### src/logic/lsse_pkg.sv
// Shared constants and types for the loop start-up, scrambler and operations-channel block.
package lsse_pkg;
    localparam int CLOCK_HZ = 250_000_000;
    localparam int SYM_RATE_HZ = 80_000;
    localparam int SYM_CYCLES = CLOCK_HZ / SYM_RATE_HZ;
    localparam int RX_RESET_MS = 40;
    localparam int RX_RESET_CYCLES = (CLOCK_HZ / 1000) * RX_RESET_MS;
    localparam int TONE_HALF = 4;
    localparam int TONE_SYMBOLS = 720;
    localparam logic [1:0] SYM_POS3 = 2'h2;
    localparam logic [1:0] SYM_NEG3 = 2'h0;
    localparam logic [22:0] SCR_SEED = 23'h000001;
    localparam int TX_TAP = 18;
    localparam int RX_TAP = 5;
    localparam int LONG_TAP = 23;
    localparam logic [2:0] ADDR_SELF = 3'h0;
    localparam logic [2:0] ADDR_BCAST = 3'h7;
    localparam logic [7:0] EOC_LOOP_ALL = 8'h50;
    localparam logic [7:0] EOC_LOOP_B1 = 8'h51;
    localparam logic [7:0] EOC_LOOP_B2 = 8'h52;
    localparam logic [7:0] EOC_REQ_CRC = 8'h53;
    localparam logic [7:0] EOC_NOTIFY_CRC = 8'h54;
    localparam logic [7:0] EOC_RETURN = 8'hff;
    localparam logic [7:0] EOC_HOLD = 8'h00;
    localparam logic [7:0] EOC_UNABLE = 8'haa;
    localparam logic [3:0] NONSTD_A = 4'h4;
    localparam logic [3:0] NONSTD_B = 4'h3;
    localparam logic [3:0] NONSTD_C = 4'h2;
    localparam logic [3:0] NONSTD_D = 4'h1;

    typedef struct packed {
        logic [2:0] addr;
        logic msg;
        logic [7:0] info;
    } lsse_eoc_t;

    typedef struct packed {
        logic fw;
        logic inverted_frame_word;
        logic ovh;
        logic b1;
        logic b2;
    } lsse_slot_t;

    typedef struct packed {
        logic on;
        logic [1:0] bits;
    } lsse_tx_t;

    typedef enum logic [7:0] {
        ST_FULL_RESET = 8'h01,
        ST_WAKE_TONE = 8'h02,
        ST_PATTERN1 = 8'h04,
        ST_SILENT = 8'h08,
        ST_WAIT_PAT2 = 8'h10,
        ST_PATTERN2 = 8'h20,
        ST_NORMAL = 8'h40,
        ST_RECV_RESET = 8'h80
    } lsse_state_t;
endpackage : lsse_pkg

### src/logic/lsse_customer_terminal.sv
// Customer-side terminal: start-up control, scrambling and operations-channel decoding.
`timescale 1ns/10ps
module lsse_customer_terminal import lsse_pkg::*; #(
    parameter int RX_RESET_LEN = RX_RESET_CYCLES
) (
    // Clock and reset.
    input wire logic clock,
    input wire logic sys_rst,
    // Activation inputs.
    input wire logic service_request,
    input wire logic sig_detect,
    input wire logic wake_tone_detect,
    input wire logic ready_to_receive,
    input wire logic frame_locked,
    input wire logic pattern2_detect,
    input wire logic mf_locked,
    input wire logic transparent,
    // Transmit side.
    input wire lsse_slot_t tx_slot,
    input wire logic [1:0] tx_user,
    input wire logic [1:0] tx_ovh,
    input wire logic [1:0] tx_fw,
    output logic tx_strobe,
    output lsse_tx_t tx_line,
    // Receive side.
    input wire logic rx_valid,
    input wire logic rx_fw_slot,
    input wire logic [1:0] rx_bits,
    output logic [1:0] rx_data,
    // Operations channel.
    input wire logic eoc_valid,
    input wire lsse_eoc_t eoc_rx,
    output lsse_eoc_t eoc_reply,
    output logic eoc_reply_valid,
    output logic [4:0] eoc_latched,
    // Status.
    output lsse_state_t state
);
    lsse_state_t next_state;
    logic [11:0] sym_cnt;
    logic [15:0] tone_cnt;
    logic [23:0] rr_cnt;
    logic tone_seen;
    logic [22:0] tx_sr;
    logic [22:0] rx_sr;
    logic [22:0] tx_sr_a;
    logic [22:0] rx_sr_a;
    logic [1:0] scr_out;
    logic [1:0] dsc_out;
    logic [1:0] src_bits;
    logic early;
    lsse_eoc_t eoc_prev;
    logic [1:0] eoc_cnt;
    logic [1:0] next_cnt;
    logic addr_ok;
    logic known;
    logic nonstd;

    // Symbol pacing from the system clock.
    always_ff @(posedge clock) begin
        if (sys_rst || sym_cnt == 12'(SYM_CYCLES - 1)) begin
            sym_cnt <= 12'h000;
        end else begin
            sym_cnt <= sym_cnt + 12'h001;
        end
    end
    assign tx_strobe = (sym_cnt == 12'(SYM_CYCLES - 1));

    // Start-up sequencing.
    always_comb begin
        next_state = state;
        case (state)
            ST_FULL_RESET: begin
                if (service_request || wake_tone_detect || tone_seen) begin
                    next_state = ST_WAKE_TONE;
                end
            end
            ST_WAKE_TONE: if (tx_strobe && tone_cnt == 16'(TONE_SYMBOLS - 1)) next_state = ST_PATTERN1;
            ST_PATTERN1: if (ready_to_receive) next_state = ST_SILENT;
            ST_SILENT: if (sig_detect) next_state = ST_WAIT_PAT2;
            ST_WAIT_PAT2: begin
                if (!sig_detect) begin
                    next_state = ST_RECV_RESET;
                end else if (frame_locked && pattern2_detect) begin
                    next_state = ST_PATTERN2;
                end
            end
            ST_PATTERN2: begin
                if (!sig_detect) begin
                    next_state = ST_RECV_RESET;
                end else if (mf_locked) begin
                    next_state = ST_NORMAL;
                end
            end
            ST_NORMAL: if (!sig_detect) next_state = ST_RECV_RESET;
            ST_RECV_RESET: if (rr_cnt == 24'(RX_RESET_LEN - 1)) next_state = ST_FULL_RESET;
            default: next_state = ST_FULL_RESET;
        endcase
    end

    always_ff @(posedge clock) begin
        if (sys_rst) begin
            state <= ST_FULL_RESET;
        end else begin
            state <= next_state;
        end
    end

    // Receive-reset dwell and wake tone capture.
    always_ff @(posedge clock) begin
        if (sys_rst || state != ST_RECV_RESET) begin
            rr_cnt <= 24'h000000;
        end else begin
            rr_cnt <= rr_cnt + 24'h000001;
        end
    end

    always_ff @(posedge clock) begin
        if (sys_rst || state == ST_WAKE_TONE) begin
            tone_seen <= 1'b0;
        end else if (state == ST_RECV_RESET && wake_tone_detect) begin
            tone_seen <= 1'b1;
        end
    end

    always_ff @(posedge clock) begin
        if (sys_rst || state != ST_WAKE_TONE) begin
            tone_cnt <= 16'h0000;
        end else if (tx_strobe) begin
            tone_cnt <= tone_cnt + 16'h0001;
        end
    end

    // Transmit bit source.
    assign early = (state == ST_PATTERN1) || (state == ST_PATTERN2);
    always_comb begin
        src_bits = 2'h3;
        if (state == ST_NORMAL) begin
            if (tx_slot.ovh) begin
                src_bits = tx_ovh;
            end else if (eoc_latched[0] || (eoc_latched[1] && tx_slot.b1) || (eoc_latched[2] && tx_slot.b2)) begin
                src_bits = rx_data;
            end else if (transparent) begin
                src_bits = tx_user;
            end else begin
                src_bits = 2'h3;
            end
        end
    end

    // Scrambler, two bits per symbol, newest bit in position zero.
    always_comb begin
        scr_out[1] = src_bits[1] ^ tx_sr[TX_TAP - 1] ^ tx_sr[LONG_TAP - 1];
        tx_sr_a = {tx_sr[21:0], scr_out[1]};
        scr_out[0] = src_bits[0] ^ tx_sr_a[TX_TAP - 1] ^ tx_sr_a[LONG_TAP - 1];
    end

    always_ff @(posedge clock) begin
        if (sys_rst) begin
            tx_sr <= SCR_SEED;
        end else if (tx_strobe && !tx_slot.fw && !tx_slot.inverted_frame_word && (early || state == ST_NORMAL)) begin
            tx_sr <= {tx_sr_a[21:0], scr_out[0]};
        end
    end

    always_ff @(posedge clock) begin
        if (sys_rst) begin
            tx_line <= '0;
        end else if (tx_strobe || !(early || state == ST_WAKE_TONE || state == ST_NORMAL)) begin
            tx_line.on <= 1'b0;
            tx_line.bits <= SYM_NEG3;
            if (state == ST_WAKE_TONE) begin
                tx_line.on <= 1'b1;
                tx_line.bits <= ((tone_cnt % 16'(2 * TONE_HALF)) < 16'(TONE_HALF)) ? SYM_POS3 : SYM_NEG3;
            end else if (early || state == ST_NORMAL) begin
                tx_line.on <= 1'b1;
                if (tx_slot.fw || (tx_slot.inverted_frame_word && early)) begin
                    tx_line.bits <= tx_fw;
                end else if (tx_slot.inverted_frame_word) begin
                    tx_line.bits <= ~tx_fw;
                end else begin
                    tx_line.bits <= scr_out;
                end
            end
        end
    end

    // Descrambler for the network direction.
    always_comb begin
        dsc_out[1] = rx_bits[1] ^ rx_sr[RX_TAP - 1] ^ rx_sr[LONG_TAP - 1];
        rx_sr_a = {rx_sr[21:0], rx_bits[1]};
        dsc_out[0] = rx_bits[0] ^ rx_sr_a[RX_TAP - 1] ^ rx_sr_a[LONG_TAP - 1];
    end

    always_ff @(posedge clock) begin
        if (sys_rst) begin
            rx_sr <= SCR_SEED;
            rx_data <= 2'h0;
        end else if (rx_valid && !rx_fw_slot) begin
            rx_sr <= {rx_sr_a[21:0], rx_bits[0]};
            rx_data <= dsc_out;
        end
    end

    // Operations channel decode.
    assign addr_ok = (eoc_rx.addr == ADDR_SELF) || (eoc_rx.addr == ADDR_BCAST);
    assign nonstd = eoc_rx.info[7:4] == NONSTD_A || eoc_rx.info[7:4] == NONSTD_B
        || eoc_rx.info[7:4] == NONSTD_C || eoc_rx.info[7:4] == NONSTD_D;
    always_comb begin
        case (eoc_rx.info)
            EOC_LOOP_ALL, EOC_LOOP_B1, EOC_LOOP_B2: known = 1'b1;
            EOC_REQ_CRC, EOC_NOTIFY_CRC: known = 1'b1;
            EOC_RETURN, EOC_HOLD: known = 1'b1;
            default: known = 1'b0;
        endcase
        known = known && !nonstd;
        if (eoc_rx != eoc_prev || eoc_cnt == 2'h0) begin
            next_cnt = 2'h1;
        end else if (eoc_cnt == 2'h3) begin
            next_cnt = 2'h3;
        end else begin
            next_cnt = eoc_cnt + 2'h1;
        end
    end

    always_ff @(posedge clock) begin
        if (sys_rst) begin
            eoc_prev <= '0;
            eoc_cnt <= 2'h0;
        end else if (eoc_valid) begin
            eoc_prev <= eoc_rx;
            eoc_cnt <= addr_ok ? next_cnt : 2'h0;
        end
    end

    always_ff @(posedge clock) begin
        if (sys_rst) begin
            eoc_latched <= 5'h00;
        end else if (eoc_valid && addr_ok && eoc_rx.msg && known && next_cnt == 2'h3) begin
            case (eoc_rx.info)
                EOC_LOOP_ALL: eoc_latched[0] <= 1'b1;
                EOC_LOOP_B1: eoc_latched[1] <= 1'b1;
                EOC_LOOP_B2: eoc_latched[2] <= 1'b1;
                EOC_REQ_CRC: eoc_latched[3] <= 1'b1;
                EOC_NOTIFY_CRC: eoc_latched[4] <= 1'b1;
                EOC_RETURN: eoc_latched <= 5'h00;
                default: eoc_latched <= eoc_latched;
            endcase
        end
    end

    always_ff @(posedge clock) begin
        if (sys_rst) begin
            eoc_reply <= '0;
            eoc_reply_valid <= 1'b0;
        end else begin
            eoc_reply_valid <= eoc_valid;
            if (eoc_valid) begin
                eoc_reply <= eoc_rx;
                if (!addr_ok) begin
                    eoc_reply <= {ADDR_SELF, 1'b1, EOC_HOLD};
                end else if (eoc_rx.msg && !known && next_cnt == 2'h3) begin
                    eoc_reply <= {ADDR_SELF, 1'b1, EOC_UNABLE};
                end
            end
        end
    end
endmodule : lsse_customer_terminal

### config.mk
export PLATFORM = sky130hd
export DESIGN_NAME = lsse_customer_terminal
export DESIGN_NICKNAME = d
export VERILOG_FILES = /design/src/logic/lsse_pkg.sv /design/src/logic/lsse_customer_terminal.sv
export SDC_FILE = /design/constraint.sdc
export NUM_CORES = 1
export LEC_CHECK = 0
export ABC_AREA = 0
export ABC_CLOCK_PERIOD_IN_PS = 3200
export BUFFER_PORTS_ARGS = -buffer_cell sky130_fd_sc_hd__buf_2
export CORE_UTILIZATION = 58
export DETAILED_ROUTE_END_ITERATION = 8
export PLACE_DENSITY = 0.79
export RECOVER_POWER = 25
export SLEW_MARGIN = 20
export SYNTH_ARGS = -nofsm -noshare
export SYNTH_HDL_FRONTEND = slang
export SYNTH_SLANG_ARGS = --single-unit
### constraint.sdc
create_clock -name clock -period 3.2 [get_ports clock]
set_clock_uncertainty 0.1 [all_clocks]
set_input_delay 0.16 -clock clock [delete_from_list [all_inputs] [get_ports clock]]
set_output_delay 0.16 -clock clock [all_outputs]
set_load 0.02 [all_outputs]
* Word-level counts from Yosys, hierarchy flattened
Cells that the tools add are included.
** Storage, ports and cells
- Output and inout port bits :: 32
- Memories kept :: 0
- Logic and storage cells :: 160
- Register bits after elaboration :: 144
- Bits in read-only memories :: 0
- RAM bits :: 0
- Bits in latches :: 0
** Cells by class
- Mux-type cells :: 31
- Div/mod/pow operators :: 0
- Order comparisons :: 1
- Reduce and logical (&&, ||, !) cells :: 57
- Add/subtract/negate cells :: 4
- Shift operators :: 0
- Multiply operators :: 0
- Bitwise operators :: 9
- Equality and inequality tests :: 35
** Operators by type and width (number)
- 8-bit 2-to-1 mux :: 10
- 8-bit one-hot mux with 8 select lines :: 1
- 8-bit by 7-bit == test with 1-bit output (second input constant) :: 6
- 24-bit by 1-bit adder with 24-bit output (second input constant) :: 1
- 24-bit == test (second input constant) :: 1
- 12-bit 2-to-1 mux :: 2
- 2-bit 2-to-1 mux :: 10
- 1-bit logical OR :: 19
- 1-bit logical AND :: 17
- 16-bit by 1-bit adder with 16-bit output (second input constant) :: 1
- 16-bit by 10-bit == test with 1-bit output (second input constant) :: 1
- 8-bit == test (second input constant) :: 2
- 12-bit by 1-bit adder with 12-bit output (second input constant) :: 1
- 12-bit == test (second input constant) :: 1
- 12-bit != test :: 1
- 2-bit != test (second input constant) :: 6
- 1-bit one-hot mux with 2 select lines :: 5
- 2-bit AND reduction :: 5
- 2-bit nonzero test :: 5
- 4-bit by 2-bit == test with 1-bit output (second input constant) :: 2
- 8-bit by 1-bit == test with 1-bit output (second input constant) :: 1
- 8-bit by 2-bit == test with 1-bit output (second input constant) :: 1
- 8-bit by 3-bit == test with 1-bit output (second input constant) :: 1
- 8-bit by 4-bit == test with 1-bit output (second input constant) :: 1
- 21 further kinds :: 36

* Logic depth before layout (Yosys ltp)
Gate-level depths: netlist of run 1.
- Depth in word-level cells :: 12
- Mapped depth :: 11

* Worst setup path before layout of run 1
Ideal clock, no wire load.
- Kind :: reg2reg
- From :: register state[5]
- To :: register tx_sr[10]
- Stages on the path, launching flop included :: 7
- Setup slack :: 0.837 ns
- Data arrival time :: 2.135 ns
- Required time :: 2.972 ns
- Library setup time :: 0.128 ns
- Buffers on the path :: 1
- Cell sequence :: dfxtp_1 > nor2b_1 > o211ai_4 > a2111oi_4 > buf_6 > mux2i_1 > nor2_1
** Between the ends
- Word-level cells in the longest chain between the ends :: 4
** RTL lines
- from (decl) :: line lsse_customer_terminal.sv:37 : output lsse_state_t state
- from (signal assigned) :: line lsse_customer_terminal.sv:105 : state <= next_state;
- 8-bit by 3-bit == test with 1-bit output / 8-bit by 6-bit == test with 1-bit output (equally long branches) :: line lsse_customer_terminal.sv:135 : assign early = (state == ST_PATTERN1) || (state == ST_PATTERN2);
- 1-bit logical OR :: line lsse_customer_terminal.sv:135
- 1-bit logical OR (*) :: line lsse_customer_terminal.sv:161 : end else if (tx_strobe && !tx_slot.fw && !tx_slot.inverted_frame_word && (early || state == ST_NORMAL)) begin
- 1-bit logical AND (*) :: line lsse_customer_terminal.sv:161
- to (signal assigned) :: line lsse_customer_terminal.sv:162 : tx_sr <= {tx_sr_a[21:0], scr_out[0]};
- to (decl) :: line lsse_customer_terminal.sv:44 : logic [22:0] tx_sr;
Every way passes the cells marked *; elsewhere a longest branch is shown, timed or not.
A chain may end at the register's enable or synchronous reset.

* Final worst setup path of run 1
- From :: register eoc_latched[1]
- To :: register tx_line[1] (netlist name)
** Between the ends
- Word-level cells in the longest chain between the ends :: 12
** RTL lines
- from (decl) :: line lsse_customer_terminal.sv:35 : output logic [4:0] eoc_latched,
- from (signal assigned) :: line lsse_customer_terminal.sv:247 : default: eoc_latched <= eoc_latched;
- 1-bit logical AND :: line lsse_customer_terminal.sv:141 : end else if (eoc_latched[0] || (eoc_latched[1] && tx_slot.b1) || (eoc_latched[2] && tx_slot.b2)) begin
- 1-bit logical OR (2 in a row) :: line lsse_customer_terminal.sv:141
- 2-bit 2-to-1 mux :: line lsse_customer_terminal.sv:141
- 2-bit 2-to-1 mux :: line lsse_customer_terminal.sv:139 : if (tx_slot.ovh) begin
- 2-bit 2-to-1 mux :: line lsse_customer_terminal.sv:138 : if (state == ST_NORMAL) begin
- 1-bit XOR (2 in a row) :: line lsse_customer_terminal.sv:153 : scr_out[1] = src_bits[1] ^ tx_sr[TX_TAP - 1] ^ tx_sr[LONG_TAP - 1];
- 2-bit 2-to-1 mux :: line lsse_customer_terminal.sv:179 : end else if (tx_slot.inverted_frame_word) begin
- 2-bit 2-to-1 mux :: line lsse_customer_terminal.sv:177 : if (tx_slot.fw || (tx_slot.inverted_frame_word && early)) begin
- 3-bit 2-to-1 mux :: line lsse_customer_terminal.sv:175 : end else if (early || state == ST_NORMAL) begin
- 3-bit 2-to-1 mux :: line lsse_customer_terminal.sv:172 : if (state == ST_WAKE_TONE) begin
- to (decl) :: line lsse_customer_terminal.sv:24 : output lsse_tx_t tx_line,
Every way passes these cells.

==> results of run 1 <==
per-layer routing:
metal / share of wire (%) / wire, µm / track usage, % / up-vias
met2: 49 / 6982 / 43.92 / 137
met4: 1.8 / 261 / 9.785 / 0
li1: - / - / - / 2722
met3: 5.5 / 775 / 7.964 / 23
met1: 43 / 6167 / 32.03 / 2599
met5: 0 / 0 / 0 / -
cell type report:
class,count,area [µm²],area share (%)
Multi-Input combinational cell,545,3318,43.62
Sequential cell,144,2883,37.89
Timing Repair Buffer,98,614.3,8.076
Clock buffer,17,414.1,5.444
Tap cell,140,175.2,2.303
Clock inverter,15,137.6,1.809
Inverter,16,60.06,0.7895
Antenna cell,2,5.005,0.06579
stage by stage:
stage | setup WS [ns] | area, µm²
after global routing | 0.5113 | 7602
after detailed placement | 0.7415 | 6819
after global placement | 0.8271 | 6819
final | 0.6428 | 7607
after CTS | 0.6563 | 7611
after floorplan | 0.8374 | 6416
cells by family after synthesis:
logic type	Yosys count	share of synthesized area (%)
fa+ha+maj	4	0.7801
flops	144	44.93
xor+xnor	67	9.146
mux	36	5.616
buf+inv	53	3.354
simple gates	338	25.66
compound gates	100	10.51
critical path, cell delays in order (launching register included):
cell           delay [ns]
dfxtp_1              0.33
a221oi_1             0.45
or2_2                0.20
a22oi_1              0.12
or4_1                0.48
dlygate4sd3_1        0.57
a31o_2               0.20
registers in the layout, indices dropped and copies added, names as in the netlist, 5 cells and up:
register	flops
eoc_latched	5
eoc_prev	12
eoc_reply	12
rr_cnt	24
rx_sr	23
state	8
sym_cnt	12
tone_cnt	16
tx_sr	23
layout by cell type (no fill, tap or decap), types with 7 or more instances in the layout:
| cell type | Yosys | final |
|---|---|---|
| a21oi_1 | 47 | 47 |
| and3_1 | 18 | 18 |
| buf_2 | 1 | 62 |
| clkbuf_1 | 29 | 7 |
| clkbuf_16 | 0 | 16 |
| dfxtp_1 | 144 | 144 |
| dlygate4sd3_1 | 0 | 24 |
| inv_1 | 15 | 15 |
| inv_6 | 0 | 8 |
| mux2i_1 | 36 | 36 |
| nand2_1 | 92 | 92 |
| nand3_1 | 27 | 27 |
| nand4_1 | 15 | 15 |
| nor2_1 | 119 | 119 |
| nor2b_1 | 8 | 8 |
| nor3_1 | 17 | 17 |
| o21ai_0 | 14 | 14 |
| xnor2_1 | 24 | 24 |
| xor2_1 | 43 | 43 |
power by group:
group | switching, mW | total, mW | leakage, nW | internal (mW)
logic | 0.246 | 0.410 | 1.49 | 0.165
registers | 0.0435 | 1.87 | 1.17 | 1.83
clock network | 0.849 | 1.84 | 0.271 | 0.991
total | 1.14 | 4.12 | 2.93 | 2.98
final timing paths:
kind,startpoint,slack [ns],endpoint,cells past startpoint
max,eoc_latched[1],0.64,tx_line[1],6
min,rx_fw_slot,0.02,rx_sr[22],5
max reg2reg,eoc_latched[1],0.64,tx_line[1],6
min reg2reg,rx_sr[7],0.35,rx_sr[9],2
==> impl_metrics.toml, run 1 <==
[clock_network]
clk_latency_ns = 0.54
root_buffer = "clkbuf_8"
cts_setup_buffers = 0
tritoncts = "built"
cts.repair.resized = 0
cts_inserted_buffers = 17
htree_levels = 4
numClockSinks = 144
clock_tree.buffer_depth = 2
cts_hold_buf = 24
clk_pin_slew_ns = 0.07

[route]
wire_per_inst_um = 14.52
vias_per_cell = 5.610
drt-total-wl_um = 14190
ant_nets = 0
drt-initial-drc-count = 290
drc = 0
vias = 5481
firstDrtPassIters = 5

[logic_synthesis]
synth.net_count = 784
synthTopCellsByCount = "dfxtp_1 (144), nor2_1 (119), nand2_1 (92)"
synth_seq_area_share_pct = 44.93
synthCells = 742
synth_top_area_cell = "dfxtp_1"
yosysWarnings = 0
yosysMostFrequentCell = "dfxtp_1"
yosysUniqueCellTypes = 63
synth.area.top_cells = "dfxtp_1 (45%), nor2_1 (7.0%), xor2_1 (5.9%)"
synth.ff_latch_count = 144
synth_ff_type = "dfxtp_1"
synth_edf_count = 0
syn_area_um2 = 6416
synth_top_area_share_pct = 44.93
postSynthAreaPerCell_um2 = 8.647
async_reset_ff_share_pct = 0

[placed_design]
port_buffers = 69
dpl.cell_count = 919
globalplace.congestion = 0.8910
dp_hpwl_um = 9672

[sta]
worst_pin_slew_ns = 0.8379
drv_slew = 0
fin_setup_tns_ns = 0
period_minus_slack_ns = 2.557
finalCritPeriodShare_pct = 79.91
rsz0062_at_grt = "no"
hold_violations = 0
max_freq_mhz = 391.0
timing.final.setup_violations = 0
slew-limit-headroom_pct = 44.14
hold_ws_ns = 0.02441

[global_routing]
first_global_vias = 5166
grt_overflow = 0
antenna_found_initial = 2
grt.total_usage_pct = 26.37
grt_pass1_wl_um = 23910
grt_max_degree = 75

[final_layout]
fin_nets = 864
final_layout_size_suffix_gt1_share_pct = 13.41
area_growth_pct = 18.56
utilization_pct = 70.48
final_cells = 977
num-fill-cells = 803

[power]
p_total_mw = 4.123
ir_drop_uv = 434.9
power_density_nw_per_um2 = 542.0
p_leak_nw = 2.931

[critical_path]
timing_worst_setup_path_type = "flip-flop to flip-flop"
end_kind = "flip-flop"
crit_path_max_fanout = 3
start_kind = "flip-flop"
required_ns = 3.54
cp.arrival_ns = 2.89

[floorplanning]
core_um2 = 10790
row_count = 38
fp.dieW_um = 107.2
die_area_um2 = 11490
die_y_um = 107.2
io_pins = 70
start_util_pct = 59.45

[job]
cap_violations = 0

[run_status]
status = "complete, no violations"

[min_path]
min_path_type = "input port to flip-flop"
Note: power is estimated with default switching activity, not from simulation.
==> run 2, diff against run 1 <==
--- a/config.mk
+++ b/config.mk
@@ -6,7 +6,7 @@
 export NUM_CORES = 1
 export LEC_CHECK = 0
 export ABC_AREA = 0
-export ABC_CLOCK_PERIOD_IN_PS = 3200
+export ABC_CLOCK_PERIOD_IN_PS = 2510
 export BUFFER_PORTS_ARGS = -buffer_cell sky130_fd_sc_hd__buf_2
 export CORE_UTILIZATION = 58
 export DETAILED_ROUTE_END_ITERATION = 8
==> constraint.sdc (replaced) <==
create_clock -name clock -period 2.51 [get_ports clock]
set_clock_uncertainty 0.1 [all_clocks]
set_input_delay 0.1255 -clock clock [delete_from_list [all_inputs] [get_ports clock]]
set_output_delay 0.1255 -clock clock [all_outputs]
set_load 0.02 [all_outputs]
==> impl_metrics.toml, run 2 (synthesis gave the netlist of run 1 again) <==
[run_status]
status = "complete, no violations"

[clock_network]
clock_tree.buffer_depth = 2
tritoncts = "built"
cts_setup_buffers = 0
clk_pin_slew_ns = 0.06
clk_latency_ns = 0.53
cts_inserted_buffers = 17
root_buffer = "clkbuf_8"
numClockSinks = 144
htree_levels = 4

[sta]
period_minus_slack_ns = 2.349
worst_pin_slew_ns = 1.214
fin_setup_tns_ns = 0
max_freq_mhz = 425.6
timing.final.setup_violations = 0
finalCritPeriodShare_pct = 93.60
slew-limit-headroom_pct = 19.09
drv_slew = 0
hold_violations = 0
rsz0062_at_grt = "no"
fin_ws_ns = 0.1605

[floorplanning]
io_pins = 70
fp.dieW_um = 107.2
core_um2 = 10790
die_y_um = 107.2
start_util_pct = 59.45
die_area_um2 = 11490
row_count = 38

[route]
firstDrtPassIters = 5
vias = 5510
drc = 0
vias_per_cell = 5.554
drt-initial-drc-count = 302
ant_nets = 0
wire_per_inst_um = 14.39
drt-total-wl_um = 14280

[min_path]
hold_depth = 5
hold_path_startpoint = "tx_ovh[0]"
min_path_type = "input port to flip-flop"

[placed_design]
dp_hpwl_um = 9468
port_buffers = 69
globalplace.congestion = 0.8723
preCtsSetupSlack_ns = 0.2090

[global_routing]
grt_overflow = 0
grt.total_usage_pct = 26.35
antenna_found_initial = 1
first_global_vias = 5303
grt_max_degree = 75
grt_pass1_wl_um = 23840

[critical_path]
end_kind = "flip-flop"
timing_worst_setup_path_type = "flip-flop to flip-flop"
crit_slowest_cell = "or4bb_1"
path_cells = "or4bb_1 > nor3_1 > a41oi_1 > nor4_4 > o31a_1 > o21ai_0"
crit_family = "simple AND/OR/NAND/NOR gates"
crit_buf_inv = 0
start_kind = "flip-flop"
cp.arrival_ns = 2.66
r2r_cells = 6
cp.depth = 6
crit_path_max_fanout = 6
required_ns = 2.82
timing.rr.start = "rr_cnt[13]"
cp_slowest_stage_delay_ns = 0.51
startpoint = "rr_cnt[13]"

[job]
cap_violations = 0

[final_layout]
num-fill-cells = 798
fin_nets = 880
regMostFlops = "rr_cnt"
multi_input_area_um2 = 3318
top_regs = "rr_cnt: 24 flops, rx_sr: 23 flops, tx_sr: 23 flops"
mostFrequentLayoutCell = "dfxtp_1"
final_cell_mix = "dfxtp_1 (144), nor2_1 (119), nand2_1 (92)"
final_layout_size_suffix_gt1_share_pct = 11.52
ff_latch_area_um2 = 2883
area_growth_pct = 21.26
largest_reg_flops = 24

[power]
ir_drop_uv = 585.6
p_leak_nw = 2.954
power_density_nw_per_um2 = 690.0
run 2: cell types whose count changed in the layout (fill, tap and decap cells not counted), moves of 2 or more:
cell,change
buf_12,+2
buf_2,-18
buf_4,+4
bufinv_16,+2
clkbuf_1,+20
clkbuf_8,+2
clkinvlp_4,+3
dlygate4sd3_1,+10
inv_6,-6
inv_8,-3
run 2: tightest hold or removal path, delay by kind of cell:
| kind | cells | cell delay (ns) |
|---|---|---|
| simple gates | 1 | 0.06 |
| compound gates | 2 | 0.20 |
| xor+xnor | 1 | 0.15 |
| buf+inv | 1 | 0.08 |
run 2: metal layers:
layer,share of wire [%],GRT usage (%),routed length (µm)
met5,0,0,0
met4,2.6,13.50,375
met3,4.8,7.173,682
met2,48,43.04,6884
met1,44,31.74,6335
run 2: power breakdown:
group,leakage (nW),internal [mW],switching (mW)
combinational,1.52,0.221,0.321
sequential,1.17,2.33,0.0552
clock,0.271,1.47,0.965
run 2: repair_timing:
item                      CTS  global route
gates resized for setup     0             0
hold endpoints to repair   84             0
hold buffers               34             0
run 2: per-stage QoR:
stage	instance area, µm²	power [mW]	util, %	cells	hold WS [ns]
after global placement	6889	2.915	63.83	925	0.2648
after global routing	7777	5.586	72.06	991	0.05012
after CTS	7809	5.411	72.35	991	0.005477
after floorplan	6416	2.786	-	742	0.1297
after detailed placement	6889	2.929	63.83	925	0.2858
final	7780	5.368	72.08	992	0.03690
run 2: cell type report:
class / count / area share, %
multi-input cells: 545 / 42.65
flip-flops and latches: 144 / 37.05
repair buffers: 114 / 9.794
clock buffers: 21 / 5.774
well taps: 140 / 2.252
clock inverters: 11 / 1.673
inverters: 16 / 0.7720
diodes: 1 / 0.03216
run 2: worst paths after layout:
| kind | to | slack (ns) |
|---|---|---|
| setup / recovery | state[0] | 0.16 |
| hold / removal | tx_sr[0] | 0.04 |
| setup reg to reg | state[0] | 0.16 |
| hold reg to reg | sym_cnt[0] | 0.35 |
==> run 3, diff against run 2 <==
--- a/config.mk
+++ b/config.mk
@@ -8,9 +8,12 @@
 export ABC_AREA = 0
 export ABC_CLOCK_PERIOD_IN_PS = 2510
 export BUFFER_PORTS_ARGS = -buffer_cell sky130_fd_sc_hd__buf_2
-export CORE_UTILIZATION = 58
+export CELL_PAD_IN_SITES_DETAIL_PLACEMENT = 1
+export CELL_PAD_IN_SITES_GLOBAL_PLACEMENT = 2
+export CORE_UTILIZATION = 36
 export DETAILED_ROUTE_END_ITERATION = 8
-export PLACE_DENSITY = 0.79
+export MAX_ROUTING_LAYER = met4
+export PLACE_DENSITY_LB_ADDON = 0.1
 export RECOVER_POWER = 25
 export SLEW_MARGIN = 20
 export SYNTH_ARGS = -nofsm -noshare
==> impl_metrics.toml, run 3 (synthesis gave the netlist of run 1 again) <==
[critical_path]
crit_family = "simple AND/OR/NAND/NOR gates"
cp_slowest_stage_delay_ns = 0.50
start_kind = "flip-flop"
crit_slowest_cell = "nor4_4"
required_ns = 2.69
cp.depth = 6
crit_path_max_fanout = 25
cp.arrival_ns = 2.51
r2r_cells = 6
end_kind = "flip-flop"
timing_worst_setup_path_type = "flip-flop to flip-flop"
path_cells = "nor4_4 > nand4b_4 > a2111oi_4 > buf_12 > mux2i_1 > nor2_1"
crit_buf_inv = 1

[min_path]
hold_depth = 3
min_path_type = "input port to flip-flop"

[global_routing]
gr-usage-met2_pct = 32.36
antenna_found_initial = 2
grtUsageMet3_pct = 4.976
grt_max_degree = 55
gr-usage-met1_pct = 24.04
grt.total_usage_pct = 20.12
grt.busiest_layer = "met2"
grt_overflow = 0
first_global_vias = 5744
grt_pass1_wl_um = 27990

[final_layout]
area_growth_pct = 21.90
top_regs = "rr_cnt: 24 flops, rx_sr: 23 flops, tx_sr: 23 flops"
final_layout_size_suffix_gt1_share_pct = 11.22
fin_nets = 877
largest_reg_flops = 24
final_cells = 1074
regMostFlops = "rr_cnt"
fin_area_um2 = 7821
final_cell_mix = "dfxtp_1 (144), nor2_1 (119), nand2_1 (91)"
mostFrequentLayoutCell = "dfxtp_1"

[route]
vias_per_cell = 5.105
firstDrtPassIters = 4
drt-initial-drc-count = 148
drc = 0
drt-total-wl_um = 16700
vias = 5483
ant_nets = 0
wire_per_inst_um = 15.55

[run_status]
status = "complete, no violations"

[sta]
finalCritPeriodShare_pct = 92.91
rsz0062_at_grt = "no"
drv_slew = 0
hold_violations = 0
worst_pin_slew_ns = 1.117
max_freq_mhz = 428.8
timing.final.setup_violations = 0
slew-limit-headroom_pct = 25.56
period_minus_slack_ns = 2.332
fin_setup_tns_ns = 0

[floorplanning]
die_y_um = 135.5
core_um2 = 17360
io_pins = 70
row_count = 48
die_area_um2 = 18360
start_util_pct = 36.97
fp.dieW_um = 135.5

[placed_design]
dpl.cell_count = 1014
dp_hpwl_um = 11790
port_buffers = 69
globalplace.congestion = 0.8018
dpl_cell_area_um2 = 7013

[clock_network]
tritoncts = "built"
numClockSinks = 144
clk_latency_ns = 0.43
clock_tree.buffer_depth = 2
clk_pin_slew_ns = 0.06
htree_levels = 4
cts_inserted_buffers = 17
root_buffer = "clkbuf_16"

[power]
netSwitchingFraction_pct = 26.41
comb_power_share_pct = 10.2
power_density_nw_per_um2 = 701.1
p_leak_nw = 2.916
p_switching_mw = 1.448
p_clk_share_pct = 46.3
pwr-share-seq_pct = 43.5
p_int_mw = 4.035
ir_drop_uv = 449.6

[job]
cap_violations = 0
-- run 3: cell types whose count changed in the layout (fill, tap and decap cells not counted) --
cell,change
clkinvlp_4,-2
nand2_1,-1
diode_2,+1
clkbuf_8,-3
buf_4,+2
inv_6,+5
clkbuf_2,+2
clkbuf_1,+7
clkbuf_16,+1
buf_12,-1
nand2_2,+1
clkinv_4,-1
dlygate4sd3_1,-7
buf_2,-7
-- run 3: worst min-delay path: cells and delay by family --
| family | cells | cell delay [ns] |
|---|---|---|
| simple gates | 1 | 0.14 |
| buf+inv | 1 | 0.15 |
| compound gates | 1 | 0.14 |
-- run 3: area by class of cell --
class	count	area (µm²)
multi-input combinational	545	3321
antenna	2	5.005
tap	225	281.5
timing repair buffer	111	691.9
fill	2035	9535
clock inverter	13	150.1
sequential	144	2883
clock buffer	18	429.2
inverter	16	60.06
-- run 3: metal layers --
layer	vias up	routed length, µm
met5	-	0
li1	2738	-
met4	0	297
met1	2642	7868
met3	22	576
met2	81	7959
-- run 3: path summary, 6_finish.rpt --
path	from	to	slack [ns]
worst max-delay path	state[5]	tx_sr[13]	0.18
worst min-delay path	tx_slot[3]	tx_line[1]	0.07
worst max register to register	state[5]	tx_sr[13]	0.18
worst min register to register	rx_sr[1]	rx_sr[3]	0.35
-- run 3: what timing repair did --
item,in CTS,in global routing
setup endpoints to repair,0,4
setup buffers,0,0
hold buffers,27,0
resized for setup,0,1
endpoints found under the hold margin,32,0
-- run 3: stage by stage --
stage               power [mW]  utilization (%)  hold WS, ns  worst slack [ns]
CTS                      5.581            45.30      0.03755           0.04356
finish                   5.483            45.06      0.06510            0.1779
global placement         2.958            40.41       0.2734            0.1781
global route             5.724            45.06      0.06634           0.04890
detailed placement       2.970            40.41       0.2791           0.05357
floorplan                2.786                -       0.1297            0.1474
-- run 3: power groups by stage --
| stage | logic [mW] | registers (mW) | clock network, mW |
|---|---|---|---|
| global route | 0.618 | 2.39 | 2.71 |
| global placement | 0.527 | 2.43 | 0 |
| finish | 0.560 | 2.38 | 2.54 |
| detailed placement | 0.534 | 2.44 | 0 |
| floorplan | 0.324 | 2.46 | 0 |
| CTS | 0.571 | 2.38 | 2.63 |
